**config.mk**
```make
export PLATFORM = sky130hd
export DESIGN_NAME = slvm_top
export DESIGN_NICKNAME = d
export VERILOG_FILES = /design/src/hw/slvm_pkg.sv /design/src/hw/slvm_sync.sv /design/src/hw/slvm_delay.sv /design/src/hw/slvm_top.sv
export SDC_FILE = /design/constraint.sdc
export NUM_CORES = 1
export LEC_CHECK = 0
export CAP_MARGIN = 25
export CORE_ASPECT_RATIO = 0.6
export CORE_MARGIN = 3
export CORE_UTILIZATION = 34
export CTS_CLUSTER_DIAMETER = 80
export DETAILED_ROUTE_END_ITERATION = 7
export DONT_BUFFER_PORTS = 1
export GPL_ROUTABILITY_DRIVEN = 0
export PLACE_DENSITY_LB_ADDON = 0.25
export SYNTH_ARGS = -nofsm -noshare
export SYNTH_HDL_FRONTEND = slang
export SYNTH_SLANG_ARGS = --single-unit
```
**constraint.sdc**
```tcl
create_clock -name pclk -period 2.4 [get_ports pclk]
set_input_delay 0.36 -clock pclk [delete_from_list [all_inputs] [get_ports pclk]]
set_output_delay 0.36 -clock pclk [all_outputs]
set_load 0.01 [all_outputs]
```
**src/hw/slvm_pkg.sv**
```systemverilog
// slvm_pkg: shared constants of the supply low-voltage monitor
// assumes: imported by slvm_top and tb_top via import slvm_pkg::*; slvm_sync and slvm_delay do not use it
`default_nettype none

package slvm_pkg;

    // register byte addresses on apb
    localparam logic [11:0] ADDR_LOW_VOLTAGE_CONTROL = 12'h000;
    localparam logic [11:0] ADDR_IRQ_CONTROL = 12'h004;

    // low_voltage_control field positions
    localparam int POS_STATUS_FLAG = 5;
    localparam int POS_DETECTOR_ENABLE = 4;
    localparam int POS_BANDGAP_BUFFER_ENABLE = 3;
    localparam int POS_THRESHOLD_SELECT = 0;
    localparam int THRESHOLD_SELECT_WIDTH = 3;

    // irq_control field positions
    localparam int POS_IRQ_FLAG = 0;
    localparam int POS_IRQ_ENABLE = 1;
    localparam int POS_GLOBAL_IRQ_ENABLE = 2;
    localparam int POS_MULTIFUNCTION_GROUP_ENABLE = 3;

    // reset values
    localparam logic [4:0] RESET_CONTROL_BITS = 5'h00;
    localparam logic [3:0] RESET_IRQ_BITS = 4'h0;

    // threshold select codes
    localparam logic [2:0] THRESHOLD_LOW = 3'h5;
    localparam logic [2:0] THRESHOLD_MID = 3'h6;
    localparam logic [2:0] THRESHOLD_HIGH = 3'h7;

    // one-hot threshold choice towards the comparator
    localparam int TAP_LOW = 0;
    localparam int TAP_MID = 1;
    localparam int TAP_HIGH = 2;

    // clock and irq assert delay
    localparam int CLOCK_PERIOD_PS = 8000;
    localparam int IRQ_ASSERT_DELAY_NS = 1000;
    localparam int IRQ_ASSERT_DELAY_CYCLES =
        (IRQ_ASSERT_DELAY_NS * 1000 + CLOCK_PERIOD_PS - 1) / CLOCK_PERIOD_PS;

endpackage

`default_nettype wire

```
**src/hw/slvm_sync.sv**
```systemverilog
// slvm_sync: two flip-flop synchroniser for asynchronous levels
// assumes: pclk domain, clock enable freezes both stages
`timescale 1ns/1ps
`default_nettype none

module slvm_sync #(
    parameter int WIDTH = 1
) (
    input wire logic pclk,
    input wire logic presetn,
    input wire logic ce,
    input wire logic [WIDTH-1:0] async_in,
    output logic [WIDTH-1:0] sync_out
);

    logic [WIDTH-1:0] stage1;

    always_ff @(posedge pclk or negedge presetn) begin
        if (!presetn) begin
            stage1 <= '0;
            sync_out <= '0;
        end else if (ce) begin
            stage1 <= async_in;
            sync_out <= stage1;
        end
    end

endmodule // slvm_sync

`default_nettype wire

```
**src/hw/slvm_delay.sv**
```systemverilog
// slvm_delay: one-cycle pulse once a level has stood high for a cycle count
// assumes: pclk domain level input, ce freezes the counter
`timescale 1ns/1ps
`default_nettype none

module slvm_delay #(
    parameter int CYCLES = 125,
    parameter int CW = $clog2(CYCLES + 1)
) (
    input wire logic pclk,
    input wire logic presetn,
    input wire logic ce,
    input wire logic level,
    output logic elapsed
);

    logic [CW-1:0] count;
    logic [CW-1:0] next_count;
    logic next_elapsed;

    always_comb begin
        next_count = count;
        next_elapsed = 1'b0;
        if (!level) begin
            next_count = '0;
        end else if (count != CW'(CYCLES)) begin
            next_count = count + CW'(1);
            next_elapsed = (count == CW'(CYCLES - 1));
        end
    end

    always_ff @(posedge pclk or negedge presetn) begin
        if (!presetn) begin
            count <= '0;
            elapsed <= 1'b0;
        end else if (ce) begin
            count <= next_count;
            elapsed <= next_elapsed;
        end
    end

endmodule // slvm_delay

`default_nettype wire

```
**src/hw/slvm_top.sv**
```systemverilog
// slvm_top: control and status logic of the supply low-voltage monitor
// assumes: apb master on pclk; comparator output is asynchronous;
// sleep, idle, reset-circuit enable and irq service come from pclk logic
//
// How it works
// (RULE1) codes 101, 110, 111 pick the low, middle and high threshold
// (RULE2) bit 5 reads 1 while supply is below threshold, else 0
// (RULE3) bit 4 switches the detector on or off
// (RULE4) bandgap on when detector, low-voltage reset or buffer bit enabled
// (RULE5) sleep forces the detector off whatever bit 4 says
// (RULE6) software waits for settling before trusting the status flag
// (RULE7) status flag follows the comparator continuously, may toggle
// (RULE8) irq flag sets only after the status has stood high a fixed delay
// (RULE9) a newly set irq flag wakes the device from idle, enable or not
// (RULE10) software sets irq flag first to avoid a low-voltage wake-up
// (RULE11) wake-up only on a low-to-high change of the irq flag
// (RULE12) servicing never clears the irq flag; software clears it
// (RULE13) vector taken only with global, irq and group enables all set
// (RULE14) bits 7 and 6 read zero, ignore writes; all bits reset to zero
// (RULE15) other threshold codes are reserved and leave the detector idle
//
// Local design decisions: the register addresses and the APB slave port.
`timescale 1ns/1ps
`default_nettype none

module slvm_top
    import slvm_pkg::*;
#(
    parameter int ADDR_WIDTH = 12,
    parameter int IRQ_DELAY_CYCLES = IRQ_ASSERT_DELAY_CYCLES
) (
    input wire logic pclk,
    input wire logic presetn,
    input wire logic ce,
    input wire logic psel,
    input wire logic penable,
    input wire logic pwrite,
    input wire logic [ADDR_WIDTH-1:0] paddr,
    input wire logic [31:0] pwdata,
    input wire logic [3:0] pstrb,
    output logic [31:0] prdata,
    output logic pready,
    output logic pslverr,
    input wire logic comparator_below,
    input wire logic low_voltage_reset_enable,
    input wire logic sleep_mode,
    input wire logic idle_mode,
    input wire logic irq_service,
    output logic detector_on,
    output logic bandgap_enable,
    output logic [2:0] threshold_tap,
    output logic low_voltage_status_flag,
    output logic low_voltage_irq_flag,
    output logic vector_request,
    output logic wake_request
);

    // control register bits 4..0 and irq control bits
    logic detector_enable;
    logic bandgap_buffer_enable;
    logic [2:0] threshold_select;
    logic low_voltage_irq_enable;
    logic global_irq_enable;
    logic multifunction_group_enable;

    logic next_detector_enable;
    logic next_bandgap_buffer_enable;
    logic [2:0] next_threshold_select;
    logic next_low_voltage_irq_flag;
    logic next_low_voltage_irq_enable;
    logic next_global_irq_enable;
    logic next_multifunction_group_enable;

    // apb answer state
    logic [31:0] next_prdata;
    logic next_pready;
    logic next_pslverr;

    // analogue-facing and event outputs
    logic next_detector_on;
    logic next_bandgap_enable;
    logic [2:0] next_threshold_tap;
    logic next_status_flag;
    logic next_vector_request;
    logic next_wake_request;

    logic comparator_sync;
    logic delay_elapsed;
    logic hit_control;
    logic hit_irq;
    logic access_done;
    logic write_low_byte;
    logic [2:0] tap_decode;
    logic [7:0] control_view;
    logic [7:0] irq_view;

    slvm_sync #(
        .WIDTH(1)
    ) u_sync (
        .pclk(pclk),
        .presetn(presetn),
        .ce(ce),
        .async_in(comparator_below),
        .sync_out(comparator_sync)
    );

    // status must stand high for the assert delay before the irq flag sets
    slvm_delay #(
        .CYCLES(IRQ_DELAY_CYCLES)
    ) u_delay (
        .pclk(pclk),
        .presetn(presetn),
        .ce(ce),
        .level(low_voltage_status_flag), // RULE8
        .elapsed(delay_elapsed)
    );

    // address decode
    assign hit_control = (paddr == ADDR_WIDTH'(ADDR_LOW_VOLTAGE_CONTROL));
    assign hit_irq = (paddr == ADDR_WIDTH'(ADDR_IRQ_CONTROL));
    assign access_done = psel && penable && pready;
    assign write_low_byte = access_done && pwrite && pstrb[0] && !pslverr;

    // threshold decode, reserved codes select nothing
    always_comb begin
        case (threshold_select)
            THRESHOLD_LOW: tap_decode = 3'h1 << TAP_LOW; // RULE1
            THRESHOLD_MID: tap_decode = 3'h1 << TAP_MID; // RULE1
            THRESHOLD_HIGH: tap_decode = 3'h1 << TAP_HIGH; // RULE1
            default: tap_decode = 3'h0; // RULE15
        endcase
    end

    // read views, bits 7 and 6 read zero
    always_comb begin
        control_view = 8'h00; // RULE14
        control_view[POS_STATUS_FLAG] = low_voltage_status_flag; // RULE2
        control_view[POS_DETECTOR_ENABLE] = detector_enable;
        control_view[POS_BANDGAP_BUFFER_ENABLE] = bandgap_buffer_enable;
        control_view[POS_THRESHOLD_SELECT +: THRESHOLD_SELECT_WIDTH] = threshold_select;
        irq_view = 8'h00;
        irq_view[POS_IRQ_FLAG] = low_voltage_irq_flag;
        irq_view[POS_IRQ_ENABLE] = low_voltage_irq_enable;
        irq_view[POS_GLOBAL_IRQ_ENABLE] = global_irq_enable;
        irq_view[POS_MULTIFUNCTION_GROUP_ENABLE] = multifunction_group_enable;
    end

    // apb slave: one wait cycle, answer registered
    always_comb begin
        next_pready = psel && penable && !pready;
        next_pslverr = 1'b0;
        next_prdata = prdata;
        if (psel && penable && !pready) begin
            next_pslverr = !(hit_control || hit_irq);
            next_prdata = 32'h0000_0000;
            if (!pwrite && hit_control) begin
                next_prdata = {24'h00_0000, control_view};
            end else if (!pwrite && hit_irq) begin
                next_prdata = {24'h00_0000, irq_view};
            end
        end
    end

    // control register writes; bits 7, 6 and 5 of the write are dropped
    always_comb begin
        next_detector_enable = detector_enable;
        next_bandgap_buffer_enable = bandgap_buffer_enable;
        next_threshold_select = threshold_select;
        if (write_low_byte && hit_control) begin
            next_detector_enable = pwdata[POS_DETECTOR_ENABLE]; // RULE3
            next_bandgap_buffer_enable = pwdata[POS_BANDGAP_BUFFER_ENABLE];
            next_threshold_select =
                pwdata[POS_THRESHOLD_SELECT +: THRESHOLD_SELECT_WIDTH];
        end
    end

    // irq control: software may set or clear the flag, hardware set wins
    always_comb begin
        next_low_voltage_irq_flag = low_voltage_irq_flag;
        next_low_voltage_irq_enable = low_voltage_irq_enable;
        next_global_irq_enable = global_irq_enable;
        next_multifunction_group_enable = multifunction_group_enable;
        if (write_low_byte && hit_irq) begin
            next_low_voltage_irq_flag = pwdata[POS_IRQ_FLAG]; // RULE12
            next_low_voltage_irq_enable = pwdata[POS_IRQ_ENABLE];
            next_global_irq_enable = pwdata[POS_GLOBAL_IRQ_ENABLE];
            next_multifunction_group_enable = pwdata[POS_MULTIFUNCTION_GROUP_ENABLE];
        end
        // servicing drops only the global enable, never the flag
        if (irq_service) begin
            next_global_irq_enable = 1'b0; // RULE12
        end
        if (delay_elapsed) begin
            next_low_voltage_irq_flag = 1'b1; // RULE8
        end
    end

    // detector, bandgap, status and event outputs
    always_comb begin
        next_detector_on = detector_enable && !sleep_mode && (tap_decode != 3'h0); // RULE5
        next_threshold_tap = detector_enable ? tap_decode : 3'h0; // RULE1
        next_bandgap_enable = detector_enable || low_voltage_reset_enable // RULE4
            || bandgap_buffer_enable; // RULE4
        // flag tracks the comparator whenever the detector runs
        next_status_flag = detector_on && comparator_sync; // RULE7
        next_vector_request = low_voltage_irq_flag && low_voltage_irq_enable // RULE13
            && global_irq_enable && multifunction_group_enable; // RULE13
        // wake on a rising flag only, independent of enables
        next_wake_request = idle_mode && next_low_voltage_irq_flag // RULE9
            && !low_voltage_irq_flag; // RULE11
    end

    always_ff @(posedge pclk or negedge presetn) begin
        if (!presetn) begin
            detector_enable <= RESET_CONTROL_BITS[POS_DETECTOR_ENABLE]; // RULE14
            bandgap_buffer_enable <= RESET_CONTROL_BITS[POS_BANDGAP_BUFFER_ENABLE];
            threshold_select <= RESET_CONTROL_BITS[2:0];
            low_voltage_irq_flag <= RESET_IRQ_BITS[POS_IRQ_FLAG];
            low_voltage_irq_enable <= RESET_IRQ_BITS[POS_IRQ_ENABLE];
            global_irq_enable <= RESET_IRQ_BITS[POS_GLOBAL_IRQ_ENABLE];
            multifunction_group_enable <= RESET_IRQ_BITS[POS_MULTIFUNCTION_GROUP_ENABLE];
            prdata <= 32'h0000_0000;
            pready <= 1'b0;
            pslverr <= 1'b0;
            detector_on <= 1'b0;
            bandgap_enable <= 1'b0;
            threshold_tap <= 3'h0;
            low_voltage_status_flag <= 1'b0;
            vector_request <= 1'b0;
            wake_request <= 1'b0;
        end else if (ce) begin
            detector_enable <= next_detector_enable;
            bandgap_buffer_enable <= next_bandgap_buffer_enable;
            threshold_select <= next_threshold_select;
            low_voltage_irq_flag <= next_low_voltage_irq_flag;
            low_voltage_irq_enable <= next_low_voltage_irq_enable;
            global_irq_enable <= next_global_irq_enable;
            multifunction_group_enable <= next_multifunction_group_enable;
            prdata <= next_prdata;
            pready <= next_pready;
            pslverr <= next_pslverr;
            detector_on <= next_detector_on;
            bandgap_enable <= next_bandgap_enable;
            threshold_tap <= next_threshold_tap;
            low_voltage_status_flag <= next_status_flag; // RULE2
            vector_request <= next_vector_request;
            wake_request <= next_wake_request;
        end
    end

endmodule // slvm_top

`default_nettype wire

```
Yosys cells after proc, flatten, opt, wreduce, memory -nomap -nowiden
Cells that the tools add are included.

operators by class
  $mul = 0
  add/sub/neg operators = 1
  eq/ne operators = 7
  div/mod/pow operators = 0
  order comparisons = 0
  muxes and demuxes = 13
  shift operators = 0
  reductions and logical operators = 35
  bitwise logic cells = 0

operators by type and width
  cell                                                   count
  logical AND 1 bit                                      18
  two-way mux 7 bit                                      2
  equality test 12 x 3 -> 1 bit, second input constant   1
  zero test 12 bit                                       1
  AND reduction 2 bit                                    5
  equality test 3 bit, second input constant             3
  one-hot mux 3 bit (3 select lines)                     1
  adder 7 x 1 -> 7 bit, second input constant            1
  equality test 7 bit, second input constant             1
  two-way mux 1 bit                                      7
  inequality test 7 bit, second input constant           1
  zero test 1 bit                                        6
  two-way mux 6 bit                                      1
  two-way mux 4 bit                                      1
  logical OR 1 bit                                       3
  two-way mux 3 bit                                      1
  nonzero test 3 bit                                     1
  inequality test 2 x 1 -> 1 bit, second input constant  1
  nonzero test 2 bit                                     1

storage, ports and cells
  memories kept = 0
  register bits = 61
  bits in latches = 0
  ROM bits = 0
  memory bits (writable) = 0
  output and inout port bits = 43
  input port bits = 59
  word-level logic and storage cells = 76

Logic depth before layout (Yosys ltp)
  depth in word-level cells = 10
  depth in mapped cells = 7

Hierarchy
Synthesis repeated with hierarchy kept, for this count alone.

second synthesis, totals
  cells, all modules = 183
  area total of the unflattened synthesis = 1916.8 um2

modules (own cells, without submodules)
  module      cells each  area each (um2)  sequential area each (um2)  times used
  slvm_top    131         1370.1           625.6                       1
  slvm_delay  48          474.2            200.2                       1
  slvm_sync   4           72.6             50.0                        1

Least setup slack after synthesis
OpenSTA, ideal clock, no wires.

  path type = flip-flop to flip-flop
  start = register pslverr
  end = register bandgap_buffer_enable
  data required time = 2275 ps
  path buffers = 1
  slack = 688 ps
  stages on the path, launching flop included = 6
  period minus slack after synthesis = 1712 ps
  arrival = 1587 ps
  path through = dfrtp_1 -> and4b_1 -> nand4_1 -> or3b_1 -> buf_2 -> mux2_4

between the ends
  longest elaborated chain between the ends = 4

ends and longest elaborated chain
  item                           line             source
  start: declaration             slvm_top.sv:43   output logic pslverr,
  start signal: assignment       slvm_top.sv:241  pslverr <= next_pslverr;
  zero test 1 bit                slvm_top.sv:122  assign write_low_byte = access_done && pwrite && pstrb[0] && !pslverr;
  logical AND 1 bit              slvm_top.sv:122
  logical AND 1 bit              slvm_top.sv:169  if (write_low_byte && hit_control) begin
  AND reduction 2 bit (no line)  n/a
  end signal: assignment         slvm_top.sv:216  bandgap_buffer_enable <= RESET_CONTROL_BITS[POS_BANDGAP_BUFFER_ENABLE];
  end signal: assignment         slvm_top.sv:233  bandgap_buffer_enable <= next_bandgap_buffer_enable;
  end: declaration               slvm_top.sv:60   logic bandgap_buffer_enable;

No other way between the ends.
A chain may end at the register's enable or synchronous reset.

Worst setup path after layout
  start = register pslverr
  end = register threshold_select[0]

between the ends
  longest elaborated chain between the ends = 4

ends and longest elaborated chain
  item                           line             source
  zero test 1 bit                slvm_top.sv:122
  logical AND 1 bit              slvm_top.sv:122
  logical AND 1 bit              slvm_top.sv:169
  AND reduction 2 bit (no line)  n/a
  end signal: assignment         slvm_top.sv:217  threshold_select <= RESET_CONTROL_BITS[2:0];
  end signal: assignment         slvm_top.sv:234  threshold_select <= next_threshold_select;
  end: declaration               slvm_top.sv:61   logic [2:0] threshold_select;

No other way between the ends.

==> results.rst <==
.. list-table::
   :header-rows: 1

   * - Metric
     - Value
   * - Maximum vdd drop
     - 215 uV
   * - Netlist Area Pre-Place
     - between 1500 and 2000 um^2
   * - Floorplan die height
     - 63.3 um
   * - Post-synth top area share
     - 47.1%
   * - Pins Over Slew Limit
     - 0
   * - Hold Path Depth
     - 1
   * - Global-route total usage across every layer
     - between 10% and 20%
   * - Area added between synthesis and finish
     - 5.05%
   * - CP max stage cell
     - or3b_1
   * - Clock latency at the later pin of the worst-skew pair
     - 0.28 ns
   * - Detailed placement HPWL
     - 2840 um
   * - Cell total after placement
     - 240
   * - Number of port buffers
     - 0
   * - Number of flip-flops and latches in the synthesized netlist
     - 35
   * - Number of antenna cells inserted
     - 0
   * - Endpoint with the worst hold slack
     - bandgap_enable
   * - Number of antenna violations at the first check in global routing
     - 0
   * - Critical path data arrival time
     - between 2 and 2.5 ns
   * - Mapped Avg Cell Area
     - around 10 um^2
   * - Clk buf depth
     - 2
   * - Top-level I/O count
     - around 100
   * - Cell row count
     - 20
   * - Main area contributors after synthesis
     - dfrtp_1 47%, buf_4 11%, mux2_4 4.0%, mux2i_1 3.8%, mux2_2 3.6%
   * - RSZ-0062 raised after global routing
     - no
   * - Number of fillers in the final layout
     - around 520
   * - Share of post-route cells with drive strength above 1
     - roughly 11%
   * - Clock tree from TritonCTS
     - built
   * - Drt via density
     - 4.88
   * - Via count of the first global-routing pass
     - 1,134
   * - Part of the Yosys area used for sequential elements
     - 47.1%
   * - Worst r2r dst
     - threshold_select[0]
   * - Startpoint kind of the worst setup timing path
     - flop
   * - Largest net degree at the start of global routing
     - 36
   * - Wire length reported by the detailed router
     - 3810 um
   * - Min cycle time layout
     - 1.88 ns
   * - Highest achievable clock rate
     - around 0.53 GHz
   * - Number of sinks handled by clock tree synthesis
     - 35
   * - Non-filler instance count after layout
     - 249
   * - Total grt overflow
     - 0
   * - FF-to-FF path depth
     - 4
   * - Placeable core area
     - 5150 um^2
   * - DRC violations left
     - 0
   * - Power density over the cells
     - 604 nW/um^2
   * - Setup tns final
     - 0 ns
   * - Critical R2R Launch
     - pslverr
   * - Max-cap violations
     - 0
   * - Max FO, Critical Path
     - 5
   * - Width of the die
     - 101 um
   * - Effective utilization at floorplan
     - 36.0%
   * - Start point of the critical path
     - pslverr
   * - Critical path start-end classification
     - flop to flop
   * - Mapped Cells
     - 181
   * - Status
     - finished clean
   * - Detailed-route via count
     - 1,214
   * - Type of element capturing the critical path
     - flop
   * - Clock transition at path regs
     - 0.07 ns
   * - Post-layout net count
     - 245
   * - Worst clock skew
     - between 0.008 and 0.009 ns
   * - Total setup violations reported at the end of the flow
     - 0
   * - Final antenna-violating net count
     - 0
   * - Final non-filler cell area
     - 1950 um^2
   * - Period utilisation layout
     - 78.1%
   * - Syn. warnings
     - 0
   * - Cell type with the highest aggregate area in the netlist
     - dfrtp_1
   * - Sum of buffers and inverters on the critical path
     - 0
   * - Worst R2R Setup Slack
     - 0.52 ns
   * - DIE AREA
     - about 6400 um^2
   * - First-pass GRT wire length
     - 6140 um
   * - Critical path's top delay family
     - simple AND/OR/NAND/NOR gates
   * - Hold Violations, Final
     - 0
   * - DRC marker count from the first detailed-route iteration
     - 43
   * - Count of TritonRoute iterations in the first routing pass
     - 4
   * - Area post-placement
     - ~1800 um^2
   * - Type of the worst min-delay path
     - primary input to flop
   * - Source of the worst hold timing path
     - ce
   * - Slowest Stage Delay on Critical Path
     - 0.56 ns
   * - Clock H-tree levels
     - 2
   * - Required time reported for the critical path endpoint
     - 2.57 ns
   * - Static power due to leakage
     - 0.905 nW
   * - Detail-routed net length per standard cell
     - 15.3 um
   * - Number of distinct library cell variants in the gate-level netlist after synthesis
     - 36
   * - CP Cell Sequence
     - and4b_1, nand4_1, or3b_1, mux2_4
   * - Cts bufs inserted
     - 5
   * - Cell at the root of the clock tree
     - clkbuf_8
## per-stage QoR
stage | hold slack (ns) | util [%] | power (W) | setup slack, ns
after floorplan | 0.0644 | - | 0.000699 | 0.688
after global placement | 0.0656 | 35.2 | 0.000665 | 0.524
after detailed placement | 0.0654 | 35.2 | 0.000666 | 0.536
after CTS | 0.149 | 37.9 | 0.00120 | 0.514
after global routing | 0.155 | 37.9 | 0.00123 | 0.445
final | 0.168 | 37.9 | 0.00118 | 0.525
## power by group
| part | total (W) | internal (W) | switching (W) |
|---|---|---|---|
| clock | 0.000508 | 0.000303 | 0.000205 |
| sequential | 0.000612 | 0.000600 | 0.0000120 |
| combinational | 0.0000593 | 0.0000194 | 0.0000400 |
## per-layer routing
metal | vias up | track usage (%) | part of all wire, %
met1 | 587 | 19.0 | 49
met5 | - | 0 | 0
met4 | 0 | 2.49 | 0.26
met2 | 33 | 15.7 | 43
met3 | 2 | 4.87 | 7.7
li1 | 592 | - | -
## layout make-up
type                       count  area, um^2  area share [%]
sequential                    35         876            44.9
inverter                      10        37.5            1.92
multi-input combinational    129         820            42.0
timing repair buffer           2        30.0            1.54
tap                           66        82.6            4.23
clock inverter                 2        37.5            1.92
clock buffer                   5        68.8            3.53
## worst max-delay path by stage
stage / endpoint / slack, ns / depth (start not counted)
2_1_floorplan: bandgap_buffer_enable / 0.69 / 5
3_3_place_gp: threshold_select[0] / 0.52 / 4
3_5_place_dp: detector_enable / 0.54 / 4
4_1_cts: threshold_select[0] / 0.51 / 4
5_1_grt: bandgap_buffer_enable / 0.44 / 4
6_report: threshold_select[0] / 0.52 / 4
## cell usage after synthesis (all sizes together)
master	number
buf	28
inv	10
a21oi	3
o32ai	1
ha	3
o22ai	2
and2	1
nand2b	4
clkbuf	4
conb	1
or2	1
dfrtp	35
a211oi	1
nand2	13
nor2	8
a31oi	4
o31ai	1
nor4	2
mux2	11
nor3	3
nand4	6
a32o	1
o311ai	1
or3b	2
nand4b	1
a221oi	1
a311o	1
nand3	8
o21ai	11
and4b	3
and3	3
mux2i	7
## cells by family after synthesis
family                   share of synthesized area [%]
AND/OR/NAND/NOR                                   16.3
buffers and inverters                             13.8
flip-flops                                        47.1
AO/OA/AOI/OAI                                     9.09
multiplexers                                      11.4
adder cells (fa/ha/maj)                           2.02
other                                            0.202
## state kept, by name (all words and copies together) (netlist names)
name / flops
bandgap_buffer_enable: 1
bandgap_enable: 1
detector_enable: 1
detector_on: 1
global_irq_enable: 1
low_voltage_irq_enable: 1
low_voltage_irq_flag: 1
low_voltage_status_flag: 1
multifunction_group_enable: 1
prdata: 6
pready: 1
pslverr: 1
threshold_select: 3
threshold_tap: 3
u_delay.count: 7
u_delay.elapsed: 1
u_sync.stage1: 1
u_sync.sync_out: 1
vector_request: 1
wake_request: 1
## worst reg2reg max path: cells and delay by family (launching register included)
kind	cells	cell delay [ns]
multiplexers	1	0.35
AND/OR/NAND/NOR	3	0.98
flip-flops	1	0.43
## cells in the final DEF (no fill, tap or decap), types with 2 or more instances in the layout
master    instances
clkbuf_8          5
inv_1            10
nand2_1          13
mux2_4            5
nand2b_1          4
and4b_1           3
nand4_1           6
nor2_1            8
o22ai_1           2
nand3_1           8
o21ai_0          11
nor3_1            3
and3_1            3
ha_1              3
dfrtp_1          35
a31oi_1           4
mux2i_1           7
mux2_2            6
conb_1           26
or3b_1            2
a21oi_1           3
## repair_timing
action	4_1_cts	5_1_grt
setup endpoints to repair	0	0
gates resized for setup	0	0
endpoints found under the hold margin	35	0
hold buffers	2	0
buffers inserted	0	0
Power figures use the tool's default switching activity.
